==> config.mk <==
export PLATFORM = sky130hd
export DESIGN_NAME = fpis_top
export DESIGN_NICKNAME = d
export VERILOG_FILES = /design/src/fpis_pkg.sv /design/src/fpis_exec.sv /design/src/fpis_top.sv
export SDC_FILE = /design/constraint.sdc
export NUM_CORES = 1
export LEC_CHECK = 0
export BUFFER_PORTS_ARGS = -buffer_cell sky130_fd_sc_hd__buf_2
export CORE_UTILIZATION = 60
export CTS_BUF_LIST = sky130_fd_sc_hd__clkbuf_8
export CTS_CLUSTER_DIAMETER = 80
export DETAILED_ROUTE_END_ITERATION = 16
export PLACE_DENSITY_LB_ADDON = 0.2
export SLEW_MARGIN = 0
export SYNTH_ARGS = -nofsm -noshare
export SYNTH_HDL_FRONTEND = slang
export SYNTH_SLANG_ARGS = --single-unit
export TNS_END_PERCENT = 20
==> constraint.sdc <==
create_clock -name CLK_I -period 4.9 [get_ports CLK_I]
set_input_delay 0.245 -clock CLK_I [delete_from_list [all_inputs] [get_ports CLK_I]]
set_output_delay 0.245 -clock CLK_I [all_outputs]
set_load 0.01 [all_outputs]
==> src/fpis_pkg.sv <==
// Package with encodings, field positions and register map of the insert/subtract slice.
package fpis_pkg;
  // Instruction field positions, numbered with bit 0 as the most significant bit.
  localparam int unsigned OPCD_HI        = 0;
  localparam int unsigned OPCD_LO        = 5;
  localparam int unsigned XO_HI          = 21;
  localparam int unsigned XO_LO          = 30;
  localparam int unsigned REC_POS        = 31;
  localparam int unsigned AMT_HI         = 27;
  localparam int unsigned AMT_LO         = 31;
  // Opcode values.
  localparam logic [5:0]  OPC_EXT        = 6'h1f;
  localparam logic [9:0]  XO_INSERT_BIT  = 10'h219;
  localparam logic [5:0]  OPC_SUBI       = 6'h0c;
  localparam logic [5:0]  OPC_SUBI_REC   = 6'h0d;
  // Wishbone register map, byte addresses.
  localparam logic [3:0]  ADDR_INSN      = 4'h0;
  localparam logic [3:0]  ADDR_SRC       = 4'h4;
  localparam logic [3:0]  ADDR_AMT       = 4'h8;
  localparam logic [3:0]  ADDR_RESULT    = 4'hc;
  localparam logic [3:0]  ADDR_STATUS    = 4'h0;
  // Status word bit positions (little-endian numbering on the bus).
  localparam int unsigned ST_SO          = 0;
  localparam int unsigned ST_EQ          = 1;
  localparam int unsigned ST_GT          = 2;
  localparam int unsigned ST_LT          = 3;
  localparam int unsigned ST_CA          = 4;
  localparam int unsigned ST_WE          = 5;
  localparam int unsigned ST_CRWE        = 6;
  localparam int unsigned ST_CAWE        = 7;
  localparam int unsigned ST_ILL         = 8;
  localparam logic [31:0] RESET_WORD     = 32'h0000_0000;
  typedef enum logic [1:0] {
    FPIS_OP_NONE = 2'b00,
    FPIS_OP_INS  = 2'b01,
    FPIS_OP_SUB  = 2'b10,
    FPIS_OP_SUBR = 2'b11
  } fpis_op_e;
endpackage

==> src/fpis_exec.sv <==
// Combinational execute stage for the insert-bit and immediate subtract operations.
`timescale 1ns/100ps
`default_nettype none
module fpis_exec (
  input  wire logic [31:0]      insn_i,
  input  wire logic [31:0]      src_i,
  input  wire logic [31:0]      amt_i,
  input  wire logic [31:0]      tgt_i,
  input  wire logic             so_i,
  output var fpis_pkg::fpis_op_e op_o,
  output logic      [31:0]      result_o,
  output logic                  carry_o,
  output logic      [3:0]       cr0_o,
  output logic                  rec_o
);
  logic [5:0]  opcd;
  logic [9:0]  xo;
  logic [4:0]  amount;
  logic [31:0] imm_ext;
  logic [32:0] sum;

  // Bit 0 of the documented numbering is bit 31 here, so fields are reversed ranges.
  assign opcd    = insn_i[31-fpis_pkg::OPCD_HI -: 6];
  assign xo      = insn_i[31-fpis_pkg::XO_HI -: 10];
  assign amount  = amt_i[31-fpis_pkg::AMT_HI -: 5];
  assign imm_ext = {{16{insn_i[15]}}, insn_i[15:0]};
  assign sum     = {1'b0, tgt_i} + {1'b0, imm_ext};
  assign rec_o   = insn_i[31-fpis_pkg::REC_POS];

  // Operation decode; anything else is left to other slices.
  always_comb begin
    op_o = fpis_pkg::FPIS_OP_NONE;
    if (opcd == fpis_pkg::OPC_EXT && xo == fpis_pkg::XO_INSERT_BIT) begin
      op_o = fpis_pkg::FPIS_OP_INS;
    end else if (opcd == fpis_pkg::OPC_SUBI) begin
      op_o = fpis_pkg::FPIS_OP_SUB;
    end else if (opcd == fpis_pkg::OPC_SUBI_REC) begin
      op_o = fpis_pkg::FPIS_OP_SUBR;
    end
  end

  // Result path: the insert keeps the target and replaces one bit only.
  always_comb begin
    result_o = tgt_i;
    carry_o  = sum[32];
    if (op_o == fpis_pkg::FPIS_OP_INS) begin
      result_o = tgt_i;
      result_o[5'd31 - amount] = src_i[31];
    end else if (op_o != fpis_pkg::FPIS_OP_NONE) begin
      result_o = sum[31:0];
    end
  end

  // Signed compare against zero: LT, GT, EQ, SO from the exception register.
  assign cr0_o = {result_o[31], ~result_o[31] & (|result_o), ~(|result_o), so_i};
endmodule
`default_nettype wire

==> src/fpis_top.sv <==
// Wishbone-attached fixed-point insert-bit and immediate subtract slice.
// Overview of operation
// - Insert source top bit at rotated amount.
// - Decode opcode 31, extended 537, register fields.
// - Record flag updates condition field zero.
// - Opcode 12 adds sign-extended immediate.
// - Opcode 12 sets carry, not condition field.
// - Opcode 13 performs the same addition.
// - Opcode 13 sets carry and condition field.
`timescale 1ns/100ps
`default_nettype none
module fpis_top (
  input  wire logic        CLK_I,
  input  wire logic        RST_N_I,
  input  wire logic        CYC_I,
  input  wire logic        STB_I,
  input  wire logic        WE_I,
  input  wire logic [3:0]  ADR_I,
  input  wire logic [3:0]  SEL_I,
  input  wire logic [31:0] DAT_I,
  output logic      [31:0] DAT_O,
  output logic             ACK_O,
  input  wire logic        SO_I,
  output logic      [31:0] RESULT_O,
  output logic             CARRY_O,
  output logic      [3:0]  CR0_O,
  output logic             RESULT_WE_O,
  output logic             CARRY_WE_O,
  output logic             CR0_WE_O
);
  logic [31:0] insn_ff;
  logic [31:0] src_ff;
  logic [31:0] amt_ff;
  logic [31:0] tgt_ff;
  logic        go_ff;
  logic        so_ff;
  logic        so_sync_ff;
  logic        ill_ff;
  logic [31:0] nxt_result;
  logic        nxt_carry;
  logic [3:0]  nxt_cr0;
  logic        rec;
  fpis_pkg::fpis_op_e op;
  logic        wr_stb;
  logic        rd_stb;

  // Byte-lane merge used by every writable register.
  function automatic logic [31:0] lane_merge(input logic [31:0] old, input logic [31:0] dat,
                                             input logic [3:0] sel);
    logic [31:0] m;
    m = old;
    for (int i = 0; i < 4; i++) begin
      if (sel[i]) m[i*8 +: 8] = dat[i*8 +: 8];
    end
    return m;
  endfunction

  assign wr_stb = CYC_I & STB_I & WE_I & ~ACK_O;
  assign rd_stb = CYC_I & STB_I & ~WE_I & ~ACK_O;

  fpis_exec u_exec (
    .insn_i   (insn_ff),
    .src_i    (src_ff),
    .amt_i    (amt_ff),
    .tgt_i    (tgt_ff),
    .so_i     (so_ff),
    .op_o     (op),
    .result_o (nxt_result),
    .carry_o  (nxt_carry),
    .cr0_o    (nxt_cr0),
    .rec_o    (rec)
  );

  // Summary overflow comes from the exception register elsewhere, so it is synchronised.
  always_ff @(posedge CLK_I or negedge RST_N_I) begin
    if (!RST_N_I) begin
      so_sync_ff <= 1'b0;
      so_ff      <= 1'b0;
    end else begin
      so_sync_ff <= SO_I;
      so_ff      <= so_sync_ff;
    end
  end

  // Operand registers; a write to the target word launches execution next cycle.
  always_ff @(posedge CLK_I or negedge RST_N_I) begin
    if (!RST_N_I) begin
      insn_ff <= fpis_pkg::RESET_WORD;
      src_ff  <= fpis_pkg::RESET_WORD;
      amt_ff  <= fpis_pkg::RESET_WORD;
      tgt_ff  <= fpis_pkg::RESET_WORD;
      go_ff   <= 1'b0;
    end else begin
      go_ff <= 1'b0;
      if (wr_stb) begin
        unique case (ADR_I)
          fpis_pkg::ADDR_INSN: insn_ff <= lane_merge(insn_ff, DAT_I, SEL_I);
          fpis_pkg::ADDR_SRC:  src_ff  <= lane_merge(src_ff, DAT_I, SEL_I);
          fpis_pkg::ADDR_AMT:  amt_ff  <= lane_merge(amt_ff, DAT_I, SEL_I);
          fpis_pkg::ADDR_RESULT: begin
            tgt_ff <= lane_merge(tgt_ff, DAT_I, SEL_I);
            go_ff  <= 1'b1;
          end
          default: ;
        endcase
      end
    end
  end

  // Writeback: each destination updates only under the strobes the operation allows.
  always_ff @(posedge CLK_I or negedge RST_N_I) begin
    if (!RST_N_I) begin
      RESULT_O    <= fpis_pkg::RESET_WORD;
      CARRY_O     <= 1'b0;
      CR0_O       <= 4'h0;
      RESULT_WE_O <= 1'b0;
      CARRY_WE_O  <= 1'b0;
      CR0_WE_O    <= 1'b0;
      ill_ff      <= 1'b0;
    end else begin
      RESULT_WE_O <= 1'b0;
      CARRY_WE_O  <= 1'b0;
      CR0_WE_O    <= 1'b0;
      if (go_ff) begin
        ill_ff <= (op == fpis_pkg::FPIS_OP_NONE);
        if (op != fpis_pkg::FPIS_OP_NONE) begin
          RESULT_O    <= nxt_result;
          RESULT_WE_O <= 1'b1;
        end
        // Insert leaves carry alone; both subtracts write it.
        if (op == fpis_pkg::FPIS_OP_SUB || op == fpis_pkg::FPIS_OP_SUBR) begin
          CARRY_O    <= nxt_carry;
          CARRY_WE_O <= 1'b1;
        end
        if (op == fpis_pkg::FPIS_OP_SUBR || (op == fpis_pkg::FPIS_OP_INS && rec)) begin
          CR0_O    <= nxt_cr0;
          CR0_WE_O <= 1'b1;
        end
      end
    end
  end

  // Single-wait-state acknowledge; reads return the result, the status word, or zero at any other address.
  always_ff @(posedge CLK_I or negedge RST_N_I) begin
    if (!RST_N_I) begin
      ACK_O <= 1'b0;
      DAT_O <= fpis_pkg::RESET_WORD;
    end else begin
      ACK_O <= (wr_stb | rd_stb);
      if (rd_stb) begin
        DAT_O <= 32'h0000_0000;
        if (ADR_I == fpis_pkg::ADDR_RESULT) begin
          DAT_O <= RESULT_O;
        end else if (ADR_I == fpis_pkg::ADDR_STATUS) begin
          DAT_O[fpis_pkg::ST_SO]  <= CR0_O[0];
          DAT_O[fpis_pkg::ST_EQ]  <= CR0_O[1];
          DAT_O[fpis_pkg::ST_GT]  <= CR0_O[2];
          DAT_O[fpis_pkg::ST_LT]  <= CR0_O[3];
          DAT_O[fpis_pkg::ST_CA]  <= CARRY_O;
          DAT_O[fpis_pkg::ST_ILL] <= ill_ff;
        end
      end
    end
  end

  // Checks of writeback and acknowledge behaviour.
  property p_ins_no_carry;
    @(posedge CLK_I) disable iff (!RST_N_I)
      (go_ff && op == fpis_pkg::FPIS_OP_INS) |=> !CARRY_WE_O;
  endproperty
  a_ins_no_carry: assert property (p_ins_no_carry) else $error("insert wrote carry");

  property p_sub_no_cr0;
    @(posedge CLK_I) disable iff (!RST_N_I)
      (go_ff && op == fpis_pkg::FPIS_OP_SUB) |=> CARRY_WE_O && !CR0_WE_O;
  endproperty
  a_sub_no_cr0: assert property (p_sub_no_cr0) else $error("subtract strobes wrong");

  property p_subr_both;
    @(posedge CLK_I) disable iff (!RST_N_I)
      (go_ff && op == fpis_pkg::FPIS_OP_SUBR) |=> CARRY_WE_O && CR0_WE_O;
  endproperty
  a_subr_both: assert property (p_subr_both) else $error("recording subtract strobes");

  property p_ins_rec;
    @(posedge CLK_I) disable iff (!RST_N_I)
      (go_ff && op == fpis_pkg::FPIS_OP_INS) |=> (CR0_WE_O == $past(rec));
  endproperty
  a_ins_rec: assert property (p_ins_rec) else $error("record flag ignored");

  property p_sub_value;
    @(posedge CLK_I) disable iff (!RST_N_I)
      (go_ff && op == fpis_pkg::FPIS_OP_SUB) |=>
        RESULT_O == $past(tgt_ff) + {{16{$past(insn_ff[15])}}, $past(insn_ff[15:0])};
  endproperty
  a_sub_value: assert property (p_sub_value) else $error("subtract sum wrong");

  property p_ins_bit;
    @(posedge CLK_I) disable iff (!RST_N_I)
      (go_ff && op == fpis_pkg::FPIS_OP_INS) |=>
        RESULT_O[5'd31 - $past(amt_ff[4:0])] == $past(src_ff[31]);
  endproperty
  a_ins_bit: assert property (p_ins_bit) else $error("inserted bit wrong");

  property p_eq_flag;
    @(posedge CLK_I) disable iff (!RST_N_I)
      CR0_WE_O |-> (CR0_O[1] == (RESULT_O == 32'h0000_0000)) && (CR0_O[3] == RESULT_O[31]);
  endproperty
  a_eq_flag: assert property (p_eq_flag) else $error("flag mismatch");

  property p_ack_one;
    @(posedge CLK_I) disable iff (!RST_N_I)
      ACK_O |=> !ACK_O;
  endproperty
  a_ack_one: assert property (p_ack_one) else $error("ack held");

  c_ins: cover property (@(posedge CLK_I) go_ff && op == fpis_pkg::FPIS_OP_INS && rec);
  c_sub: cover property (@(posedge CLK_I) go_ff && op == fpis_pkg::FPIS_OP_SUB);
  c_subr: cover property (@(posedge CLK_I) go_ff && op == fpis_pkg::FPIS_OP_SUBR);
endmodule
`default_nettype wire

=== After elaboration in Yosys (flattened, before gate mapping) ===
Cells that the tools add are included.

* Register bits after elaboration: 146
* Bits in latches: 0
* Bits in writable memories: 0
* Memory bits (read-only): 0
* Input port bits: 46
* Output and inout port bits: 73
* Word-level logic and storage cells: 89
* Memories: 0

* Add/subtract/negate cells: 2
* $mul: 0
* Div/mod/pow operators: 0
* Order comparisons: 2
* Equal/unequal tests: 10
* Shifts and indexed selects: 0
* Muxes and demuxes: 22
* Bitwise gates (word level): 11
* Reduce and logical (&&, ||, !) cells: 21

{| class="wikitable"
|+ Operators by type and width
! operator !! count
|-
| 2-to-1 mux 32 bit || 2
|-
| adder 32 x 32 -> 33 bit || 1
|-
| bitwise mux 32 bit || 1
|-
| OR reduction 32 bit || 1
|-
| AND reduction 3 bit || 9
|-
| 2-to-1 mux 23 bit || 1
|-
| equality test 6 x 4 -> 1 bit, second input constant || 2
|-
| 2-to-1 mux 1 bit || 11
|-
| equality test 10 bit, second input constant || 1
|-
| 2-to-1 mux 5 bit || 2
|-
| equality test 4 bit, second input constant || 2
|-
| AND 1 bit || 6
|-
| equality test 6 x 5 -> 1 bit, second input constant || 1
|-
| < comparator 5 x 6 -> 1 bit, second input constant || 1
|-
| 2-to-1 mux 2 bit || 3
|-
| AND reduction 2 bit || 3
|-
| demux 1 bit (select 5 bit) || 1
|-
| greater-or-equal comparator 5 x 1 -> 1 bit, second input constant || 1
|-
| subtractor 5 bit, first input constant || 1
|-
| equality test 2 bit, second input constant || 2
|-
| equality test 4 x 3 -> 1 bit, second input constant || 1
|-
| zero test 4 bit || 1
|-
| NOT 1 bit || 4
|-
| logical AND 1 bit || 3
|-
| other kinds (6) || 7
|}

=== Logic depth before layout (Yosys ltp) ===
* Word-level depth: 9
* Gate-level depth with buffers: 13

=== Modules after synthesis ===
From an unflattened synthesis, not the netlist that was laid out.

* Cells, all modules: 962
* Area, all modules: 10872.9 µm²

{| class="wikitable"
|+ Modules (own cells, without submodules)
! module !! times used !! cells an instance !! area each (µm²) !! sequential area each (µm²)
|-
| fpis_top || 1 || 459 || 7692.4 || 5129.9
|-
| fpis_exec || 1 || 503 || 3180.6 || 0.0
|}

=== Worst setup path after synthesis ===
OpenSTA, ideal clock, no wires.

* Kind: register -> register
* Start: register insn_ff[2]
* End: register CR0_O[1]
* Library setup time: 80 ps
* Data arrival time: 3375 ps
* Setup slack: 1445 ps
* Stages on the path, launching flop included: 12
* Buffers on the path: 1
* Clock period less this slack: 3455 ps
* Cells stage by stage: dfrtp_1 or4b_4 or4_1 buf_2 o211ai_2 o211a_1 nor4b_2 or4b_1 a2111oi_2 nand4_1 or4_1 o22ai_2

* Word-level cells in the longest chain between the ends: 8

{| class="wikitable"
|+ RTL lines
! element !! line !! source
|-
| start, declared || fpis_top.sv:31 || <nowiki>logic [31:0] insn_ff;</nowiki>
|-
| start signal, assigned || fpis_top.sv:88 || <nowiki>insn_ff <= fpis_pkg::RESET_WORD;</nowiki>
|-
| start signal, assigned || fpis_top.sv:97 || <nowiki>fpis_pkg::ADDR_INSN: insn_ff <= lane_merge(insn_ff, DAT_I, SEL_I);</nowiki>
|-
| branches (longest 8 deep; another with adder 32 x 32 -> 33 bit) || -- ||
|-
| end signal, assigned || fpis_top.sv:136 || <nowiki>CR0_O <= nxt_cr0;</nowiki>
|-
| end, declared || fpis_top.sv:26 || <nowiki>output logic [3:0] CR0_O,</nowiki>
|}

Parallel ways; which one is timed is not known.
A chain may end at the register's enable or synchronous reset.

=== Worst setup path in the final report ===
* Start: register insn_ff[2]
* End: register CR0_O[2]

* Word-level cells in the longest chain between the ends: 8

{| class="wikitable"
|+ RTL lines
! element
|-
| branches (longest 8 deep; another with adder 32 x 32 -> 33 bit)
|}

Parallel ways; which one is timed is not known.

==> results.cfg <==
[run_status]
status = complete, no violations

[drt]
wl_um = 24200
drt_iter0_drc = 666
via_per_inst = 6.47
vias = 7619
postRouteAntennaNets = 0
drt_first_pass_iters = 6
drc = 0
wl_per_cell_um = 20.5

[yosys]
synth_compound_area_share_pct = 20.3
synth_top_cell_by_area = dfrtp_1
syn-cell-area_sq_um = 8320
syn_area_per_cell_sq_um = 9.45
synth_seq_cells = 137
synth_xor_area_share_pct = 2.00
synthAdderAreaFrac_pct = 5.06
yosysTopAreaCellShare_pct = 41.2
synth_edf_count = 0
ys.warnings.count = 0
synth.distinct_cells = 73
synth.top_cells.by_area = dfrtp_1, mux2_2, nand2_1
netlist_instances = 880
yosysSeqAreaShare_pct = 41.2
muxShareOfSynthArea_pct = 10.4
async_reset_ff_share_pct = 100
yosys-top-cells-count = dfrtp_1, nand2_1, mux2_2
synthSimpleGateAreaFrac_pct = 18.3
syn-num-nets = 959
ys.flop_type = dfrtp_1
synth_top_family_by_area = compound AO/OA/AOI/OAI gates
post-synth-top-count-cell = dfrtp_1

[sta]
min_period_ps = 4010
setup_tns_ps = 0
tightest_slew_ps = 1300
drv_slew = 0
fin_crit_sh_pct = 81.8
max_clock_freq_mhz = 250
rsz0062_at_grt = no
fin_worst_skew_ps = 15.2
setup_viol = 0
slew_headroom_pct = 12.5
hold_viol_final = 0

[setup_path]
start_kind = flip-flop
cpMaxStageDelayCell = or4b_4
critical_path.max_fanout = 7
path_cells = or4b_4 -> or4_1 -> o211ai_2 -> o211a_1 -> nor4b_2 -> or4b_1 -> a2111oi_2 -> nand4_1 -> nor4_1 -> a211oi_1
critical_path_class = reg2reg
endpoint_kind = flip-flop
critPathBufInv = 0
cp.required_ps = 5230
arrival_ps = 4340
crit_family = simple AND/OR/NAND/NOR gates
slowest_delay_ps = 580

[clock_tree]
cts.sinks = 137
cts_tree = done
clk_pin_slew_ps = 90
cts_root_buf = clkbuf_8
cts_buffer_depth = 2
cts-buffers-inserted = 17
clkLatencyLatePin_ps = 480
htree_levels = 4

[min_path]
hold_class = in2reg

[global_routing]
antenna_found_initial = 1
grt_pass1_wl_um = 37600
grt_pass1_vias = 7008
grt_use_total_pct = 34.4
grt_overflow = 0
grt_max_degree = 102

[layout]
drive_above_1_share_pct = 24.6
final_core_util_pct = 70.8
fill_cells = 1063
area_growth_pct = 14.1
diodes = 0
stdcell_area_sq_um = 9490
finalNonFillerCells = 1177
nets = 1068

[pwr]
worst_ir_drop_vdd_uv = 243
leakagePower_nw = 4.65
power.density_nw_per_um2 = 264
power_mw = 2.50

[die]
initial_core_util_pct = 62.1
core_sq_um = 13400
pin_count = 119
die_area_sq_um = 14300
die_w_um = 120
num_rows = 42
die_h_um = 120

[job]
cap_violations = 0

[placed_design]
place_congestion = 1.05
placed_cells = 1140
io_buffers = 118
dpl.hpwl_um = 18300
dpl-instance-area_sq_um = 9060
layout make-up:
class                           instances  area, sq um  share of cell area (%)
Clock inverter                         13          121                    1.28
Inverter                               12         45.0                   0.475
Clock buffer                           18          248                    2.61
Tap cell                              176          220                    2.32
Multi-Input combinational cell        685         4680                    49.3
Timing Repair Buffer                  136          747                    7.87
Sequential cell                       137         3430                    36.1
cell families (layout without fill, tap and decap cells):
logic type | after synthesis | in the layout
simple gates | 305 | 305
compound gates | 250 | 250
flops | 137 | 137
mux | 78 | 78
buf+inv | 58 | 179
fa+ha+maj | 33 | 33
xor+xnor | 19 | 19
placed cells by master (no fill, tap or decap), types with 5 or more instances in the layout:
cell type / count
a21o_1: 14
nand3_1: 27
mux2i_1: 8
xor2_1: 6
a21oi_1: 51
nor2_1: 59
clkbuf_8: 18
buf_2: 117
or3_1: 6
nand2_1: 108
nand2b_1: 11
ha_1: 32
and3_1: 12
dlygate4sd3_1: 6
mux2_2: 70
buf_4: 12
nor3_1: 18
dfrtp_1: 137
a22oi_1: 6
a211oi_1: 16
o221ai_1: 5
a22o_1: 26
o31ai_1: 8
a31oi_1: 8
inv_1: 12
o21ai_0: 58
o211ai_1: 12
xnor2_1: 13
and2_1: 6
and4_1: 5
or4_1: 5
nand4_1: 19
per-layer routing:
| metal | share of wire [%] | track usage [%] | vias up |
|---|---|---|---|
| met1 | 43 | 46.2 | 3718 |
| met2 | 46 | 53.8 | 330 |
| met3 | 7.8 | 7.94 | 54 |
| li1 | - | - | 3517 |
| met5 | 0 | 0 | - |
| met4 | 2.8 | 13.8 | 0 |
registers in the layout (all words and copies together), names as in the netlist:
register     count
CARRY_WE_O       1
CR0_O            4
ACK_O            1
so_ff            1
CR0_WE_O         1
ill_ff           1
amt_ff           5
DAT_O           32
go_ff            1
RESULT_O        32
tgt_ff          32
CARRY_O          1
insn_ff         22
src_ff           1
so_sync_ff       1
RESULT_WE_O      1
where the power goes:
group / switching, mW / internal (mW)
Sequential: 0.0532 / 1.17
Clock: 0.475 / 0.416
Combinational: 0.239 / 0.152
timing repair:
item                                    CTS  global route
setup buffers                             0             0
hold endpoints to repair                105             0
endpoints found under the setup margin    0             0
gates resized for setup                   0             0
hold buffers                              6             0
path summary, 6_finish.rpt:
check,startpoint,cells past startpoint,slack [ps],end
worst max-delay path,insn_ff[2],10,890,CR0_O[2]
worst min-delay path,DAT_I[20],2,4,tgt_ff[20]
worst max register to register,insn_ff[2],10,890,CR0_O[2]
worst min register to register,so_sync_ff,0,370,so_ff
max in group asynchronous,RST_N_I,3,3460,tgt_ff[8]
min in group asynchronous,RST_N_I,2,420,DAT_O[10]
metrics by stage:
step / hold WS (ps) / worst slack (ps)
floorplan: -50.6 / 1450
global placement: 331 / 984
detailed placement: 351 / 981
CTS: 0.297 / 938
global route: 3.83 / 751
finish: 3.53 / 893
Note: power is estimated with default switching activity, not from simulation.
